## config.mk

```make
export PLATFORM = sky130hd
export DESIGN_NAME = afe_channel_bias_config_regs
export DESIGN_NICKNAME = d
export VERILOG_FILES = /design/src/afe_pkg.sv /design/src/afe_channel_bias_config_regs.sv
export VERILOG_INCLUDE_DIRS = /design/src /design/src/src
export SDC_FILE = /design/constraint.sdc
export NUM_CORES = 1
export LEC_CHECK = 0
export BUFFER_PORTS_ARGS = -buffer_cell sky130_fd_sc_hd__buf_2
export CELL_PAD_IN_SITES_DETAIL_PLACEMENT = 1
export CELL_PAD_IN_SITES_GLOBAL_PLACEMENT = 2
export CORE_ASPECT_RATIO = 1.1
export CORE_MARGIN = 10
export CORE_UTILIZATION = 34
export CTS_BUF_LIST = sky130_fd_sc_hd__clkbuf_16
export DETAILED_ROUTE_END_ITERATION = 10
export GPL_TIMING_DRIVEN = 0
export HOLD_SLACK_MARGIN = 0.02
export MAX_ROUTING_LAYER = met4
export PLACE_DENSITY_LB_ADDON = 0.1
export SYNTH_ARGS = -nofsm -noshare
export SYNTH_HDL_FRONTEND = slang
export SYNTH_SLANG_ARGS = --single-unit
```

## constraint.sdc

```tcl
create_clock -name sys_clk -period 3.3 [get_ports sys_clk]
set_clock_uncertainty 0.2 [all_clocks]
set_input_delay 0.66 -clock sys_clk [delete_from_list [all_inputs] [get_ports sys_clk]]
set_output_delay 0.66 -clock sys_clk [all_outputs]
set_load 0.02 [all_outputs]
```

## src/afe_consts.svh

```systemverilog
`ifndef AFE_CONSTS_SVH
`define AFE_CONSTS_SVH

// Register indices; byte address on the bus is four times the index
`define IDX_REF_BIAS_CFG 8'h03
`define IDX_DISC_CTRL 8'h04
`define IDX_CH1_SET 8'h05
`define IDX_CH8_SET 8'h0c
`define IDX_BIAS_POS_SEL 8'h0d

// Reset values
`define RST_REF_BIAS_CFG 8'h40
`define RST_DISC_CTRL 8'h00
`define RST_CH_SET 8'h00
`define RST_BIAS_POS_SEL 8'h00

// Reference and bias-drive configuration fields
`define REF_BUF_EN_BIT 7
`define REF_RSVD_BIT 6
`define REF_HIGH_BIT 5
`define REF_MEAS_BIT 4
`define REF_INT_BIT 3
`define REF_BIASBUF_BIT 2
`define REF_SENSE_BIT 1
`define REF_STAT_BIT 0

// Electrode-disconnect control fields
`define DISC_TH_HI 7
`define DISC_TH_LO 5
`define DISC_METHOD_BIT 4
`define DISC_MAG_HI 3
`define DISC_MAG_LO 2
`define DISC_FREQ_HI 1
`define DISC_FREQ_LO 0

// Channel settings fields
`define CH_PD_BIT 7
`define CH_GAIN_HI 6
`define CH_GAIN_LO 4
`define CH_SEL_HI 2
`define CH_SEL_LO 0

// Detection frequency codes
`define FREQ_AC 2'h1
`define FREQ_BAD 2'h2
`define FREQ_DC 2'h3

// Excitation step in nA and full scale in tenths of a percent
`define EXC_STEP_NA 8'h06
`define PCT_FULL 10'h3e8

`endif

```

## src/afe_pkg.sv

```systemverilog
package afe_pkg;

   // Channel input selection codes
   typedef enum logic [2:0] {
      SEL_ELECTRODE = 3'h0,
      SEL_SHORTED = 3'h1,
      SEL_BIAS_MEAS = 3'h2,
      SEL_SUPPLY = 3'h3,
      SEL_TEMP = 3'h4,
      SEL_TEST = 3'h5,
      SEL_BIAS_POS = 3'h6,
      SEL_BIAS_NEG = 3'h7
   } input_select_t;

   // Reference and bias-drive controls towards the analogue side
   typedef struct packed {
      logic reference_buffer_enable;
      logic high_reference_select;
      logic bias_measure_route;
      logic bias_reference_internal;
      logic bias_buffer_enable;
      logic bias_sense_enable;
   } ref_ctrl_t;

   // Electrode-disconnect detection controls
   typedef struct packed {
      logic [9:0] threshold_pos_permille;
      logic [9:0] threshold_neg_permille;
      logic resistor_mode;
      logic [7:0] excitation_na;
      logic ac_detect;
      logic dc_detect;
      logic freq_forbidden;
   } disc_ctrl_t;

   // Per-channel controls
   typedef struct packed {
      logic power_down;
      logic [3:0] gain;
      input_select_t input_select;
      logic bias_meas_connect;
      logic bias_pos_derive;
   } chan_ctrl_t;

endpackage

```

## src/afe_channel_bias_config_regs.sv

```systemverilog
// Behaviour
// - reference config at 03h, resets 40h
// - bit 7 enables reference buffer
// - bit 5 selects 4 V reference
// - bit 4 routes bias input, code 010
// - bit 3 selects internal bias reference
// - bit 2 powers bias-drive buffer
// - bit 1 enables bias-drive sense
// - bit 0 read-only disconnect status
// - disconnect control at 04h, resets 00h
// - bits 7:5 comparator thresholds 95..70%
// - bit 4 current source or resistors
// - bits 3:2 excitation 6 to 24 nA
// - bits 1:0 AC quarter rate, DC; 10 forbidden
// - channel registers 05h..0Ch, reset 00h
// - bit 7 powers channel down
// - gain codes 6,1,2,3,4,8,12
// - input selection decode, eight codes
// - derivation select at 0Dh, per-channel route
// - upper derivation bits absent on small variants
`timescale 1ns/1ps
`include "afe_consts.svh"

module afe_channel_bias_config_regs
   import afe_pkg::*;
#(
   parameter int NUM_CHANNELS = 8,
   parameter int ADDR_WIDTH = 8
) (
   // Clock and reset
   input wire logic sys_clk,
   input wire logic reset_n,
   // APB slave
   input wire logic psel,
   input wire logic penable,
   input wire logic pwrite,
   input wire logic [ADDR_WIDTH-1:0] paddr,
   input wire logic [31:0] pwdata,
   input wire logic [3:0] pstrb,
   output logic [31:0] prdata,
   output logic pready,
   output logic pslverr,
   // Analogue status in
   input wire logic bias_disconnect_in,
   input wire logic any_disconnect_sense,
   // Analogue controls out
   output ref_ctrl_t ref_ctrl,
   output disc_ctrl_t disc_ctrl,
   output chan_ctrl_t [7:0] chan_ctrl
);

   // Register storage
   // Reserved bits are plain storage so software reads back what it wrote
   logic [7:0] ref_cfg_reg;
   logic [7:0] disc_ctrl_reg;
   logic [7:0] chan_set_reg [8];
   logic [7:0] bias_pos_sel_reg;
   logic [7:0] ref_cfg_next;
   logic [7:0] bias_pos_sel_next;

   // Status synchroniser
   // Only the second flop is read; the first may still be settling
   logic stat_meta_reg;
   logic stat_sync_reg;

   // Bus response
   // Read data and error are registered in the setup cycle
   logic [31:0] rdata_reg;
   logic err_reg;
   logic [31:0] rd_value;
   logic rd_hit;
   logic wr_strobe;
   logic [7:0] wbyte;

   // Write-side address decode
   logic [7:0] addr_idx;
   logic hit_ref;
   logic hit_disc;
   logic hit_chan;
   logic hit_bias_pos;
   logic [7:0] chan_wr;

   // Mask of derivation bits that exist on this channel count
   // Six-channel parts lose bits 7:6, four-channel parts lose 5:4 as well
   localparam logic [7:0] CHAN_MASK =
      (NUM_CHANNELS <= 4) ? 8'h0f : (NUM_CHANNELS <= 6) ? 8'h3f : 8'hff;

   // Word index from a byte address; low two bits ignored
   // Sub-word byte addresses alias onto the same register
   function automatic logic [7:0] word_index(input logic [ADDR_WIDTH-1:0] a);
      logic [ADDR_WIDTH-1:0] w;
      w = a >> 2;
      return 8'(w);
   endfunction

   // True when the index falls on a channel settings register
   // The channel block is contiguous, so two compares cover it
   function automatic logic is_chan(input logic [7:0] idx);
      return (idx >= `IDX_CH1_SET) && (idx <= `IDX_CH8_SET);
   endfunction

   // Channel number from an index inside the channel range
   // Only meaningful where is_chan holds
   function automatic logic [2:0] chan_of(input logic [7:0] idx);
      logic [7:0] d;
      d = idx - `IDX_CH1_SET;
      return d[2:0];
   endfunction

   // Gain code to amplifier gain; reserved code 111 reads as zero gain
   // Zero is not a real gain, so the analogue side can spot the bad code
   function automatic logic [3:0] gain_of(input logic [2:0] code);
      case (code)
         3'h0: return 4'h6;
         3'h1: return 4'h1;
         3'h2: return 4'h2;
         3'h3: return 4'h3;
         3'h4: return 4'h4;
         3'h5: return 4'h8;
         3'h6: return 4'hc;
         default: return 4'h0;
      endcase
   endfunction

   // Positive comparator threshold in tenths of a percent
   // Integers let the analogue side load a DAC without its own table
   function automatic logic [9:0] thresh_pos(input logic [2:0] code);
      case (code)
         3'h0: return 10'h3b6;
         3'h1: return 10'h39d;
         3'h2: return 10'h384;
         3'h3: return 10'h36b;
         3'h4: return 10'h352;
         3'h5: return 10'h320;
         3'h6: return 10'h2ee;
         default: return 10'h2bc;
      endcase
   endfunction

   // Negative comparator threshold in tenths of a percent
   function automatic logic [9:0] thresh_neg(input logic [2:0] code);
      case (code)
         3'h0: return 10'h032;
         3'h1: return 10'h04b;
         3'h2: return 10'h064;
         3'h3: return 10'h07d;
         3'h4: return 10'h096;
         3'h5: return 10'h0c8;
         3'h6: return 10'h0fa;
         default: return 10'h12c;
      endcase
   endfunction

   // Excitation current in nA for the magnitude code
   // Only used in current-source mode; resistor mode forces zero
   function automatic logic [7:0] excite_of(input logic [1:0] code);
      case (code)
         2'h0: return 8'h06;
         2'h1: return 8'h0c;
         2'h2: return 8'h12;
         default: return 8'h18;
      endcase
   endfunction

   // Byte lane zero carries every register
   // A write with lane 0 off completes on the bus but changes nothing
   assign wbyte = pwdata[7:0];
   assign wr_strobe = psel && penable && pwrite && pstrb[0];

   // One decode of the word index shared by every write path
   assign addr_idx = word_index(paddr);
   assign hit_ref = (addr_idx == `IDX_REF_BIAS_CFG);
   assign hit_disc = (addr_idx == `IDX_DISC_CTRL);
   assign hit_chan = is_chan(addr_idx);
   assign hit_bias_pos = (addr_idx == `IDX_BIAS_POS_SEL);

   // One-hot write enable per channel register
   // Decoding here keeps the array index out of the clocked process
   always_comb begin
      chan_wr = 8'h00;
      if (wr_strobe && hit_chan) begin
         chan_wr[chan_of(addr_idx)] = 1'b1;
      end
   end

   // Two flops before the analogue status is used, it is asynchronous
   // A change shows in the register three edges later
   always_ff @(posedge sys_clk or negedge reset_n) begin
      if (!reset_n) begin
         stat_meta_reg <= 1'b0;
         stat_sync_reg <= 1'b0;
      end else begin
         stat_meta_reg <= bias_disconnect_in;
         stat_sync_reg <= stat_meta_reg;
      end
   end

   // Written value for the reference register keeps the live status bit
   // Software cannot clear the status bit, not even for one cycle
   always_comb begin
      ref_cfg_next = wbyte;
      ref_cfg_next[`REF_STAT_BIT] = stat_sync_reg;
   end

   // Only derivation bits that exist on this variant can be set
   // Keeps the stored value clean so reads need no second mask
   assign bias_pos_sel_next = wbyte & CHAN_MASK;

   // Reference and bias-drive configuration register
   // Between writes the status bit follows the synchronised input
   always_ff @(posedge sys_clk or negedge reset_n) begin
      if (!reset_n) begin
         ref_cfg_reg <= `RST_REF_BIAS_CFG;
      end else if (wr_strobe && hit_ref) begin
         ref_cfg_reg <= ref_cfg_next;
      end else begin
         ref_cfg_reg[`REF_STAT_BIT] <= stat_sync_reg;
      end
   end

   // Electrode-disconnect control register
   // Plain storage; decoding happens on the output side
   always_ff @(posedge sys_clk or negedge reset_n) begin
      if (!reset_n) begin
         disc_ctrl_reg <= `RST_DISC_CTRL;
      end else if (wr_strobe && hit_disc) begin
         disc_ctrl_reg <= wbyte;
      end
   end

   // Eight channel settings registers sharing one layout
   // Bit 3 is reserved but stored, so it reads back as written
   always_ff @(posedge sys_clk or negedge reset_n) begin
      if (!reset_n) begin
         for (int i = 0; i < 8; i++) begin
            chan_set_reg[i] <= `RST_CH_SET;
         end
      end else begin
         for (int i = 0; i < 8; i++) begin
            if (chan_wr[i]) begin
               chan_set_reg[i] <= wbyte;
            end
         end
      end
   end

   // Positive-input bias derivation select register
   // Bits for channels this variant lacks are dropped on the way in
   always_ff @(posedge sys_clk or negedge reset_n) begin
      if (!reset_n) begin
         bias_pos_sel_reg <= `RST_BIAS_POS_SEL;
      end else if (wr_strobe && hit_bias_pos) begin
         bias_pos_sel_reg <= bias_pos_sel_next;
      end
   end

   // Read multiplexer; unmapped indices flag an error and read zero
   // Reads have no side effects, so software may poll freely
   always_comb begin
      logic [7:0] idx;
      idx = word_index(paddr);
      rd_value = 32'h0000_0000;
      rd_hit = 1'b1;
      if (idx == `IDX_REF_BIAS_CFG) begin
         rd_value[7:0] = ref_cfg_reg;
      end else if (idx == `IDX_DISC_CTRL) begin
         rd_value[7:0] = disc_ctrl_reg;
      end else if (is_chan(idx)) begin
         rd_value[7:0] = chan_set_reg[chan_of(idx)];
      end else if (idx == `IDX_BIAS_POS_SEL) begin
         rd_value[7:0] = bias_pos_sel_reg;
      end else begin
         rd_hit = 1'b0;
      end
   end

   // Response is captured in the setup cycle so prdata comes from a flop
   // Writes capture the miss flag too, so pslverr covers both directions
   always_ff @(posedge sys_clk or negedge reset_n) begin
      if (!reset_n) begin
         rdata_reg <= 32'h0000_0000;
         err_reg <= 1'b0;
      end else if (psel && !penable) begin
         rdata_reg <= pwrite ? 32'h0000_0000 : rd_value;
         err_reg <= !rd_hit;
      end
   end

   // Zero wait states; error only shown in the access phase
   // Every register is a flop, so nothing ever needs a wait state
   assign pready = 1'b1;
   assign pslverr = psel && penable && err_reg;
   assign prdata = rdata_reg;

   // Reference and bias-drive controls
   // Bit 6 drives nothing; it is kept only for read-back
   assign ref_ctrl.reference_buffer_enable = ref_cfg_reg[`REF_BUF_EN_BIT];
   assign ref_ctrl.high_reference_select = ref_cfg_reg[`REF_HIGH_BIT];
   assign ref_ctrl.bias_measure_route = ref_cfg_reg[`REF_MEAS_BIT];
   assign ref_ctrl.bias_reference_internal = ref_cfg_reg[`REF_INT_BIT];
   assign ref_ctrl.bias_buffer_enable = ref_cfg_reg[`REF_BIASBUF_BIT];
   assign ref_ctrl.bias_sense_enable = ref_cfg_reg[`REF_SENSE_BIT];

   // Disconnect detection controls
   always_comb begin
      logic [2:0] th;
      logic [1:0] mag;
      logic [1:0] fr;
      th = disc_ctrl_reg[`DISC_TH_HI:`DISC_TH_LO];
      mag = disc_ctrl_reg[`DISC_MAG_HI:`DISC_MAG_LO];
      fr = disc_ctrl_reg[`DISC_FREQ_HI:`DISC_FREQ_LO];
      // Two separate tables, so a slip in one shows up against the other
      disc_ctrl.threshold_pos_permille = thresh_pos(th);
      disc_ctrl.threshold_neg_permille = thresh_neg(th);
      disc_ctrl.resistor_mode = disc_ctrl_reg[`DISC_METHOD_BIT];
      // Current only flows in current-source mode
      disc_ctrl.excitation_na = disc_ctrl_reg[`DISC_METHOD_BIT] ? 8'h00 : excite_of(mag);
      disc_ctrl.ac_detect = (fr == `FREQ_AC);
      disc_ctrl.dc_detect = (fr == `FREQ_DC);
      // Flags code 10, or a sensed disconnect while detection is off (code 00); the hardware does not correct it
      disc_ctrl.freq_forbidden = (fr == `FREQ_BAD)
         || (any_disconnect_sense && !disc_ctrl.ac_detect && !disc_ctrl.dc_detect);
   end

   // Per-channel controls; channels beyond the variant stay powered down
   // Code 010 reaches the bias input only while the measure route is on
   always_comb begin
      for (int i = 0; i < 8; i++) begin
         logic [2:0] sel;
         sel = chan_set_reg[i][`CH_SEL_HI:`CH_SEL_LO];
         chan_ctrl[i].power_down = chan_set_reg[i][`CH_PD_BIT] || (i >= NUM_CHANNELS);
         chan_ctrl[i].gain = gain_of(chan_set_reg[i][`CH_GAIN_HI:`CH_GAIN_LO]);
         chan_ctrl[i].input_select = input_select_t'(sel);
         chan_ctrl[i].bias_meas_connect =
            ref_cfg_reg[`REF_MEAS_BIT] && (input_select_t'(sel) == SEL_BIAS_MEAS);
         chan_ctrl[i].bias_pos_derive = bias_pos_sel_reg[i];
      end
   end

endmodule

```

==> run_results.csv, run 1 <==
group,metric,value,unit
clock_tree,cts.sinks,99,
routing,ant_nets,0,
setup_path,critPathLaunchType,"input port",
flow_run,maxCapViolations,0,
clock_tree,postCtsHoldBufs,0,
min_path,worstHoldPathCells,0,
power_and_ir_drop,powerDensity,391,mW/mm²
clock_tree,root_buffer,"clkbuf_16",
synth,post_synth.cell_area_avg,11.4,µm²
global_routing,grt_overflow,0,
timing,worst_pin_slew,793,ps
synth,ys_types,51,
final_layout,syn_to_final_growth,26.5,%
die,rows,50,
synth,ys_ff_latch,99,
placement,numPortBuffers,142,
setup_path,path_delay_family,"buffers and inverters",
placement,dp_hpwl,13800,µm
routing,drc_errors,0,
setup_path,worst-path-max-fanout,10,
synth,synthTopCellsByArea,"dfrtp_1 42%, mux2_2 18%, buf_4 9.6%",
setup_path,path_class,"in -> reg",
timing,slew_viol_final,0,
final_layout,nets,754,
final_layout,multi_input_area,0.00274,mm²
synth,synth_warnings,0,
min_path,hp-start,"stat_sync_reg",
synth,yosys.area.top_type,"dfrtp_1",
routing,drt-vias-per-instance,4.77,
clock_tree,cts_made_buffers,9,
setup_path,reg2reg_depth,4,
setup_path,r2r_slack,1310,ps
die,die-area,0.0227,mm²
status,status,"complete, no violations",
global_routing,grt_pass1_wl,27300,µm
synth,synth_top_area_share,42.3,%
placement,place_inst,887,
final_layout,register_area,0.00248,mm²
die,coreArea,0.0169,mm²
global_routing,first_global_vias,4716,
setup_path,path_depth,11,
synth,netlist_area,0.00580,mm²
setup_path,critPathMaxStageDelay,340,ps
timing,fmax,318,MHz
die,die_y,157,µm
synth,seq_area_frac_synth,42.7,%
clock_tree,clk_latency,340,ps
placement,place_ws,-946,ps
timing,setup_violations,0,
global_routing,antenna_found_initial,0,
setup_path,crit_path_top_delay_cell,"mux4_2",
die,initial_core_util,34.4,%
setup_path,r2r-end,"prdata[4]",
timing,fin_crit_sh,95.2,%
placement,place_area,0.00691,mm²
setup_path,worstPathRequired,3320,ps
timing,final_hold_viol_count,0,
global_routing,grt_max_degree,59,
clock_tree,clk_pin_slew,70,ps
final_layout,fin_area,0.00734,mm²
final_layout,final_common_cell,"buf_2",
routing,vias,4350,
placement,gp_congestion,0.779,
timing,slew_headroom,47.2,%
routing,drt_pass1_iterations,5,
power_and_ir_drop,finalPower,2.87,mW
final_layout,final_cell_mix,"141 x buf_2, 98 x dfrtp_1, 91 x mux2_2",
routing,wire_per_inst,19.3,µm
routing,wl,17600,µm
clock_tree,cts_tree,"built",
setup_path,path_cells,"buf_4 -> buf_6 -> clkinvlp_4 -> ha_1 -> xnor2_4 -> buf_6 -> buf_4 -> mux4_2 -> or2_2 -> a31oi_1 -> o21ai_0",
power_and_ir_drop,ir_drop,0.208,mV
final_layout,fin_cells,911,
clock_tree,clock_path_buffers,2,
die,die_w,145,µm
synth,synth_cells,507,
die,io_pins,203,
setup_path,crit_arrival,3160,ps
setup_path,critPathBufInv,5,
timing,rsz0062_at_grt,"no",
setup_path,worstSetupEndpointType,"flop",
setup_path,r2r-start,"chan_set_reg[12]",
routing,initialDrtViolationCount,215,
min_path,holdPathEnd,"ref_cfg_reg[0]",
timing,post-route-min-period,3140,ps
power_and_ir_drop,leakage,3.80,nW
clock_tree,cts-htree-levels,3,
final_layout,fill_cells,1961,
final_layout,drive_gt1_share,52.1,%
timing,fin_ws,158,ps
final_layout,antenna_cells,0,
min_path,hold_class,"reg -> reg",
global_routing,grt_use_total,15.9,%
## cell usage after synthesis (all sizes together)
| cell type | instances |
|---|---|
| a211oi | 3 |
| a21boi | 2 |
| a21o | 1 |
| a21oi | 21 |
| a221oi | 3 |
| a22o | 2 |
| a22oi | 3 |
| a31oi | 8 |
| and2 | 8 |
| and3 | 2 |
| and4 | 1 |
| buf | 85 |
| clkbuf | 10 |
| conb | 2 |
| dfrtp | 98 |
| dfstp | 1 |
| fa | 1 |
| ha | 4 |
| inv | 20 |
| mux2 | 93 |
| mux4 | 13 |
| nand2 | 13 |
| nand2b | 7 |
| nand3 | 3 |
| nand4 | 2 |
| nand4b | 1 |
| nor2 | 25 |
| nor2b | 17 |
| nor3 | 5 |
| nor4 | 2 |
| nor4bb | 8 |
| o211ai | 1 |
| o21ai | 10 |
| o221ai | 7 |
| o22ai | 3 |
| o31a | 3 |
| or2 | 4 |
| or3 | 2 |
| or3b | 1 |
| xnor2 | 12 |
## cell families after synthesis
group	Yosys count	share of synthesized area (%)
compound gates	67	7.42
mux	106	23.2
other cells	2	0.129
xor+xnor	12	1.81
flops	99	42.7
simple gates	101	11.1
buf+inv	115	12.4
fa+ha+maj	5	1.21
## what timing repair did
item / 4_1_cts / 5_1_grt
endpoints found under the setup margin: 72 / 1
resized for setup: 8 / 1
pin swaps: 4 / 0
setup buffers: 8 / 2
## area by class of cell
class                      count  area share [%]
sequential                    99            33.8
inverter                      20            1.07
buffer                        93            8.86
clock buffer                   9            3.07
tap                          208            3.55
multi-input combinational    322            37.4
timing repair buffer         153            11.0
clock inverter                 7            1.26
## worst max-delay path by stage
stage | from | to | slack (ps)
6_report | paddr[2] | prdata[6] | 160
5_1_grt | paddr[2] | prdata[6] | 4
4_1_cts | paddr[2] | prdata[6] | 70
3_5_place_dp | paddr[2] | chan_ctrl[59] | -950
3_3_place_gp | paddr[2] | chan_set_reg[22] | -910
2_1_floorplan | paddr[2] | chan_ctrl[52] | 30
## through the flow
step / hold WS, ps / util, % / TNS [ps]
3_5_place_dp: 137 / 40.9 / -48370
2_1_floorplan: 131 / - / 0
3_3_place_gp: 136 / 40.8 / -44660
6_report: 151 / 43.5 / 0
4_1_cts: 153 / 43.3 / 0
5_1_grt: 160 / 43.5 / 0
## worst register-to-register path, cell delays in order (launching register included)
cell and delay (ps):
dfrtp_1 460, mux4_2 510, mux2_2 310, a221oi_1 260, o21ai_0 130
## where the power goes
group / internal, mW / switching, mW / leakage, nW
Combinational: 0.182 / 0.274 / 2.28
Sequential: 1.25 / 0.0389 / 1.36
Clock: 0.663 / 0.464 / 0.159
Total: 2.10 / 0.776 / 3.80
## per-layer routing
metal  vias up  track usage [%]  wire length (µm)
met5         -                -                 0
met4         0             2.75               104
met3         9             2.89               762
met2       109             27.3              9090
met1      2150             19.2              7630
li1       2082                -                 -
Power figures use the tool's default switching activity.
==> inputs of run 2 (changes only) <==
--- a/config.mk
+++ b/config.mk
@@ -7,17 +7,14 @@
 export NUM_CORES = 1
 export LEC_CHECK = 0
 export BUFFER_PORTS_ARGS = -buffer_cell sky130_fd_sc_hd__buf_2
-export CELL_PAD_IN_SITES_DETAIL_PLACEMENT = 1
-export CELL_PAD_IN_SITES_GLOBAL_PLACEMENT = 2
-export CORE_ASPECT_RATIO = 1.1
 export CORE_MARGIN = 10
-export CORE_UTILIZATION = 34
+export CORE_UTILIZATION = 55
 export CTS_BUF_LIST = sky130_fd_sc_hd__clkbuf_16
 export DETAILED_ROUTE_END_ITERATION = 10
 export GPL_TIMING_DRIVEN = 0
 export HOLD_SLACK_MARGIN = 0.02
 export MAX_ROUTING_LAYER = met4
-export PLACE_DENSITY_LB_ADDON = 0.1
+export PLACE_DENSITY = 0.87
 export SYNTH_ARGS = -nofsm -noshare
 export SYNTH_HDL_FRONTEND = slang
 export SYNTH_SLANG_ARGS = --single-unit
==> run 2 against run 1 <==
Combinational power barely moved. Clock power rose by 9.7%. Setup slack barely moved. Critical endpoint is now chan_set_reg[30]. Largest power group unchanged. Highest routed layer unchanged.
==> run_results.csv, run 2 (synthesis results as in run 1) <==
group,metric,value,unit
power_and_ir_drop,powerDensity,411,mW/mm²
power_and_ir_drop,switchingPower,800,µW
flow_run,maxCapViolations,0,
placement,numPortBuffers,142,
timing,fmax,318,MHz
timing,timing.hold.ws,89.3,ps
setup_path,critPathLaunchType,"input port",
final_layout,syn_to_final_growth,25.0,%
timing,fin_crit_sh,95.2,%
die,initial_core_util,56.2,%
clock_tree,clk_pin_slew,70,ps
setup_path,worstSetupEndpointType,"flop",
timing,post-route-min-period,3140,ps
placement,place_inst,815,
die,coreArea,0.0103,mm²
power_and_ir_drop,switching_share,26.8,%
clock_tree,cts_tree,"built",
timing,fin_ws,158,ps
clock_tree,postCtsHoldBufs,0,
routing,initialDrtViolationCount,277,
clock_tree,root_buffer,"clkbuf_16",
setup_path,worstPathRequired,3340,ps
setup_path,crit_arrival,3180,ps
final_layout,fin_cells,838,
timing,rsz0062_at_grt,"no",
status,status,"complete, no violations",
routing,vias,4497,
power_and_ir_drop,finalPower,2.98,mW
global_routing,grt_max_degree,59,
placement,place_ws,-797,ps
global_routing,grt_use_total,21.6,%
setup_path,worst-path-max-fanout,10,
clock_tree,cts-htree-levels,3,
timing,slew_viol_final,0,
power_and_ir_drop,p_int,2.18,mW
routing,drt-vias-per-instance,5.37,
die,rows,37,
die,die_w,123,µm
placement,gp_congestion,0.916,
final_layout,postLayoutCoreUtil,70.3,%
power_and_ir_drop,clockPowerShare,41.6,%
power_and_ir_drop,ir_drop,0.259,mV
clock_tree,cts_made_buffers,9,
routing,drt_pass1_iterations,4,
timing,setup_violations,0,
die,die-area,0.0151,mm²
routing,drc_errors,0,
clock_tree,clock_path_buffers,2,
final_layout,nets,751,
global_routing,grt_pass1_wl,25000,µm
setup_path,path_class,"in -> reg",
final_layout,fill_cells,747,
power_and_ir_drop,p_comb_share,15.2,%
global_routing,first_global_vias,4673,
routing,wire_per_inst,19.2,µm
final_layout,drive_gt1_share,52.1,%
routing,wl,16100,µm
power_and_ir_drop,leakage,3.80,nW
timing,worst_pin_slew,856,ps
timing,final_hold_viol_count,0,
final_layout,final_cell_mix,"141 x buf_2, 98 x dfrtp_1, 91 x mux2_2",
global_routing,antenna_found_initial,2,
placement,dp_hpwl,12300,µm
global_routing,grt_overflow,0,
clock_tree,cts.sinks,99,
final_layout,final_common_cell,"buf_2",
clock_tree,clk_latency,360,ps
timing,slew_headroom,42.5,%
power_and_ir_drop,pwr-share-seq,43.2,%
routing,ant_nets,0,
die,die_y,123,µm
min_path,hold_class,"in -> async",
die,io_pins,203,
[run 2: worst paths after layout]
| kind | from | end | slack [ps] | cells after the start |
|---|---|---|---|---|
| setup / recovery | paddr[2] | chan_set_reg[30] | 160 | 9 |
| min in group sys_clk | stat_sync_reg | ref_cfg_reg[0] | 150 | 0 |
| max in group asynchronous | reset_n | ref_cfg_reg[6] | 2080 | 2 |
| setup reg to reg | chan_ctrl[43] | prdata[1] | 1310 | 4 |
| hold reg to reg | stat_sync_reg | ref_cfg_reg[0] | 150 | 0 |
| hold / removal | reset_n | chan_ctrl[62] | 90 | 1 |
[run 2: metal layers]
metal,GRT usage [%],part of all wire (%)
met3,3.54,6.9
met4,8.10,1.9
met2,35.4,49
met5,-,0
met1,26.3,42
[run 2: cell type report]
| type | instances | area, µm² | area share [%] |
|---|---|---|---|
| clock inverter | 7 | 124 | 1.71 |
| antenna | 2 | 5.00 | 0.0690 |
| multi-input combinational | 322 | 2730 | 37.7 |
| sequential | 99 | 2480 | 34.2 |
| timing repair buffer | 150 | 796 | 11.0 |
| tap | 136 | 170 | 2.34 |
| clock buffer | 9 | 225 | 3.10 |
| buffer | 93 | 651 | 8.97 |
| inverter | 20 | 75.1 | 1.03 |
[run 2: repair_timing]
item                                    in CTS  in global routing
endpoints found under the setup margin      53                 60
resized for setup                            5                  2
setup buffers                                7                  0
pin swaps                                    4                  0
[run 2: power groups by stage]
stage          clock network, mW  registers (mW)  logic (mW)
6_report                    1.24            1.29       0.453
4_1_cts                     1.23            1.29       0.450
3_5_place_dp                   0            1.31       0.442
3_3_place_gp                   0            1.31       0.426
2_1_floorplan                  0            1.30       0.298
5_1_grt                     1.28            1.29       0.489
[run 2: per-stage QoR]
stage	TNS [ps]	instance area (µm²)
after floorplan	0	5920
after detailed placement	-35520	6830
after CTS	0	7250
after global placement	-31560	6800
final	0	7260
after global routing	0	7260
[run 2: worst max-delay path, stage by stage]
cell	delay [ps]
clkbuf_4	200
buf_6	220
inv_1	160
ha_1	270
xnor2_2	240
buf_6	210
nand3_2	200
nor3_2	590
mux2_2	410
==> inputs of run 3 (changes only) <==
--- a/config.mk
+++ b/config.mk
@@ -14,7 +14,7 @@
 export GPL_TIMING_DRIVEN = 0
 export HOLD_SLACK_MARGIN = 0.02
 export MAX_ROUTING_LAYER = met4
-export PLACE_DENSITY = 0.87
+export PLACE_DENSITY_LB_ADDON = 0.2
 export SYNTH_ARGS = -nofsm -noshare
 export SYNTH_HDL_FRONTEND = slang
 export SYNTH_SLANG_ARGS = --single-unit
==> run 3 against run 2 <==
Count of clock-buffer cells in the layout stayed put. Die area did not move. Maximum frequency is essentially flat. Sequential share of layout area increased by 0.053 points. Flip-flop and latch count stayed put. Cell area shrank 0.16%. Setup slack better by 0.86 ps.
==> run_results.csv, run 3 (synthesis results as in run 1) <==
group,metric,value,unit
routing,ant_nets,0,
setup_path,crit_arrival,3160,ps
die,die_y,123,µm
clock_tree,postCtsHoldBufs,0,
timing,fin_crit_sh,95.2,%
global_routing,first_global_vias,4369,
global_routing,grt_overflow,0,
flow_run,maxCapViolations,0,
die,initial_core_util,56.2,%
setup_path,path_class,"in -> reg",
placement,dp_hpwl,11500,µm
global_routing,grt_use_total,20.3,%
routing,wire_per_inst,18.0,µm
power_and_ir_drop,clockPowerShare,38.7,%
timing,post-route-min-period,3140,ps
timing,rsz0062_at_grt,"no",
routing,met3_length,1180,µm
die,io_pins,203,
placement,place_inst,815,
setup_path,worst-path-max-fanout,10,
final_layout,fill_cells,791,
routing,drt_pass1_iterations,4,
routing,wl_met2,7330,µm
routing,wl,15100,µm
routing,routedLengthMet1,6410,µm
final_layout,drive_gt1_share,51.6,%
timing,slew_headroom,45.1,%
timing,final_hold_viol_count,0,
final_layout,syn_to_final_growth,24.8,%
routing,drt-vias-per-instance,5.20,
placement,numPortBuffers,142,
final_layout,fin_area,0.00725,mm²
setup_path,crit_start,"paddr[2]",
global_routing,grt_pass1_wl,23600,µm
clock_tree,cts-htree-levels,3,
routing,route.top_layer_used,"met4",
final_layout,final_cell_mix,"140 x buf_2, 98 x dfrtp_1, 91 x mux2_2",
clock_tree,clock_path_buffers,2,
timing,timing.hold.ws,129,ps
timing,slew_viol_final,0,
power_and_ir_drop,finalPower,2.84,mW
clock_tree,root_buffer,"clkbuf_16",
setup_path,critPathLaunchType,"input port",
setup_path,worstPathRequired,3320,ps
global_routing,grt_max_degree,55,
timing,setup_violations,0,
timing,worst_pin_slew,824,ps
setup_path,worstSetupEndpointType,"flop",
placement,place_area,0.00683,mm²
final_layout,nets,753,
routing,drc_errors,0,
clock_tree,clk_pin_slew,70,ps
power_and_ir_drop,switching_share,26.3,%
clock_tree,cts_tree,"built",
clock_tree,cts.sinks,99,
final_layout,fin_cells,839,
die,die_w,123,µm
final_layout,final_common_cell,"buf_2",
placement,gp_congestion,0.871,
die,coreArea,0.0103,mm²
routing,vias,4362,
die,die-area,0.0151,mm²
power_and_ir_drop,ir_drop,0.307,mV
setup_path,r2r-start,"chan_set_reg[12]",
min_path,hold_class,"in -> async",
die,rows,37,
clock_tree,clk_latency,340,ps
power_and_ir_drop,p_int,2.09,mW
timing,fmax,318,MHz
power_and_ir_drop,powerDensity,392,mW/mm²
power_and_ir_drop,leakage,3.80,nW
timing,finalSetupTns,0,ps
routing,initialDrtViolationCount,272,
power_and_ir_drop,pwr-share-seq,45.3,%
global_routing,antenna_found_initial,0,
power_and_ir_drop,p_comb_share,15.9,%
clock_tree,cts_made_buffers,9,
power_and_ir_drop,switchingPower,748,µW
status,status,"complete, no violations",
## run 3: what timing repair did
item / CTS / global route
setup buffers: 7 / 1
gates resized for setup: 8 / 1
gates cloned: 0 / 0
pin swaps: 4 / 2
setup endpoints to repair: 69 / 64
## run 3: per-layer routing
layer	GRT usage (%)	vias up
met2	32.8	151
li1	-	2072
met4	6.63	0
met1	25.4	2126
met5	-	-
met3	3.54	13
## run 3: power by group through the flow
stage	Combinational, mW	Sequential (mW)	Clock, mW
global placement	0.428	1.31	0
floorplan	0.298	1.30	0
detailed placement	0.440	1.31	0
finish	0.453	1.29	1.10
global route	0.491	1.29	1.16
CTS	0.454	1.29	1.11
## run 3: critical path, cell delays in order
cell and delay (ps):
clkbuf_4 200, buf_8 190, inv_1 160, ha_1 270, xnor2_2 270, buf_6 220, buf_4 220, mux4_2 350
or2_2 290, a31oi_1 220, o21ai_0 100
## run 3: stage by stage
step | util [%] | setup slack, ps
after floorplan | - | 31.1
after global placement | 65.9 | -704
after detailed placement | 66.2 | -769
after CTS | 70.1 | 8.30
after global routing | 70.2 | 36.9
final | 70.2 | 159
## run 3: cell type report
class	instances	area [µm²]	area share, %
inverters	20	75.1	1.04
clock buffers	9	225	3.11
multi-input cells	322	2730	37.7
plain buffers	94	661	9.12
diodes	1	2.50	0.0345
well taps	136	170	2.35
clock inverters	7	85.1	1.17
flip-flops and latches	99	2480	34.2
repair buffers	151	816	11.3
## run 3: final timing paths
check,depth (start not counted),slack [ps],end
hold / removal,1,130,disc_ctrl_reg[7]
max in group asynchronous,2,2070,ref_cfg_reg[6]
min in group sys_clk,0,150,ref_cfg_reg[0]
setup reg to reg,4,1290,prdata[4]
setup / recovery,11,160,prdata[6]
hold reg to reg,0,150,ref_cfg_reg[0]
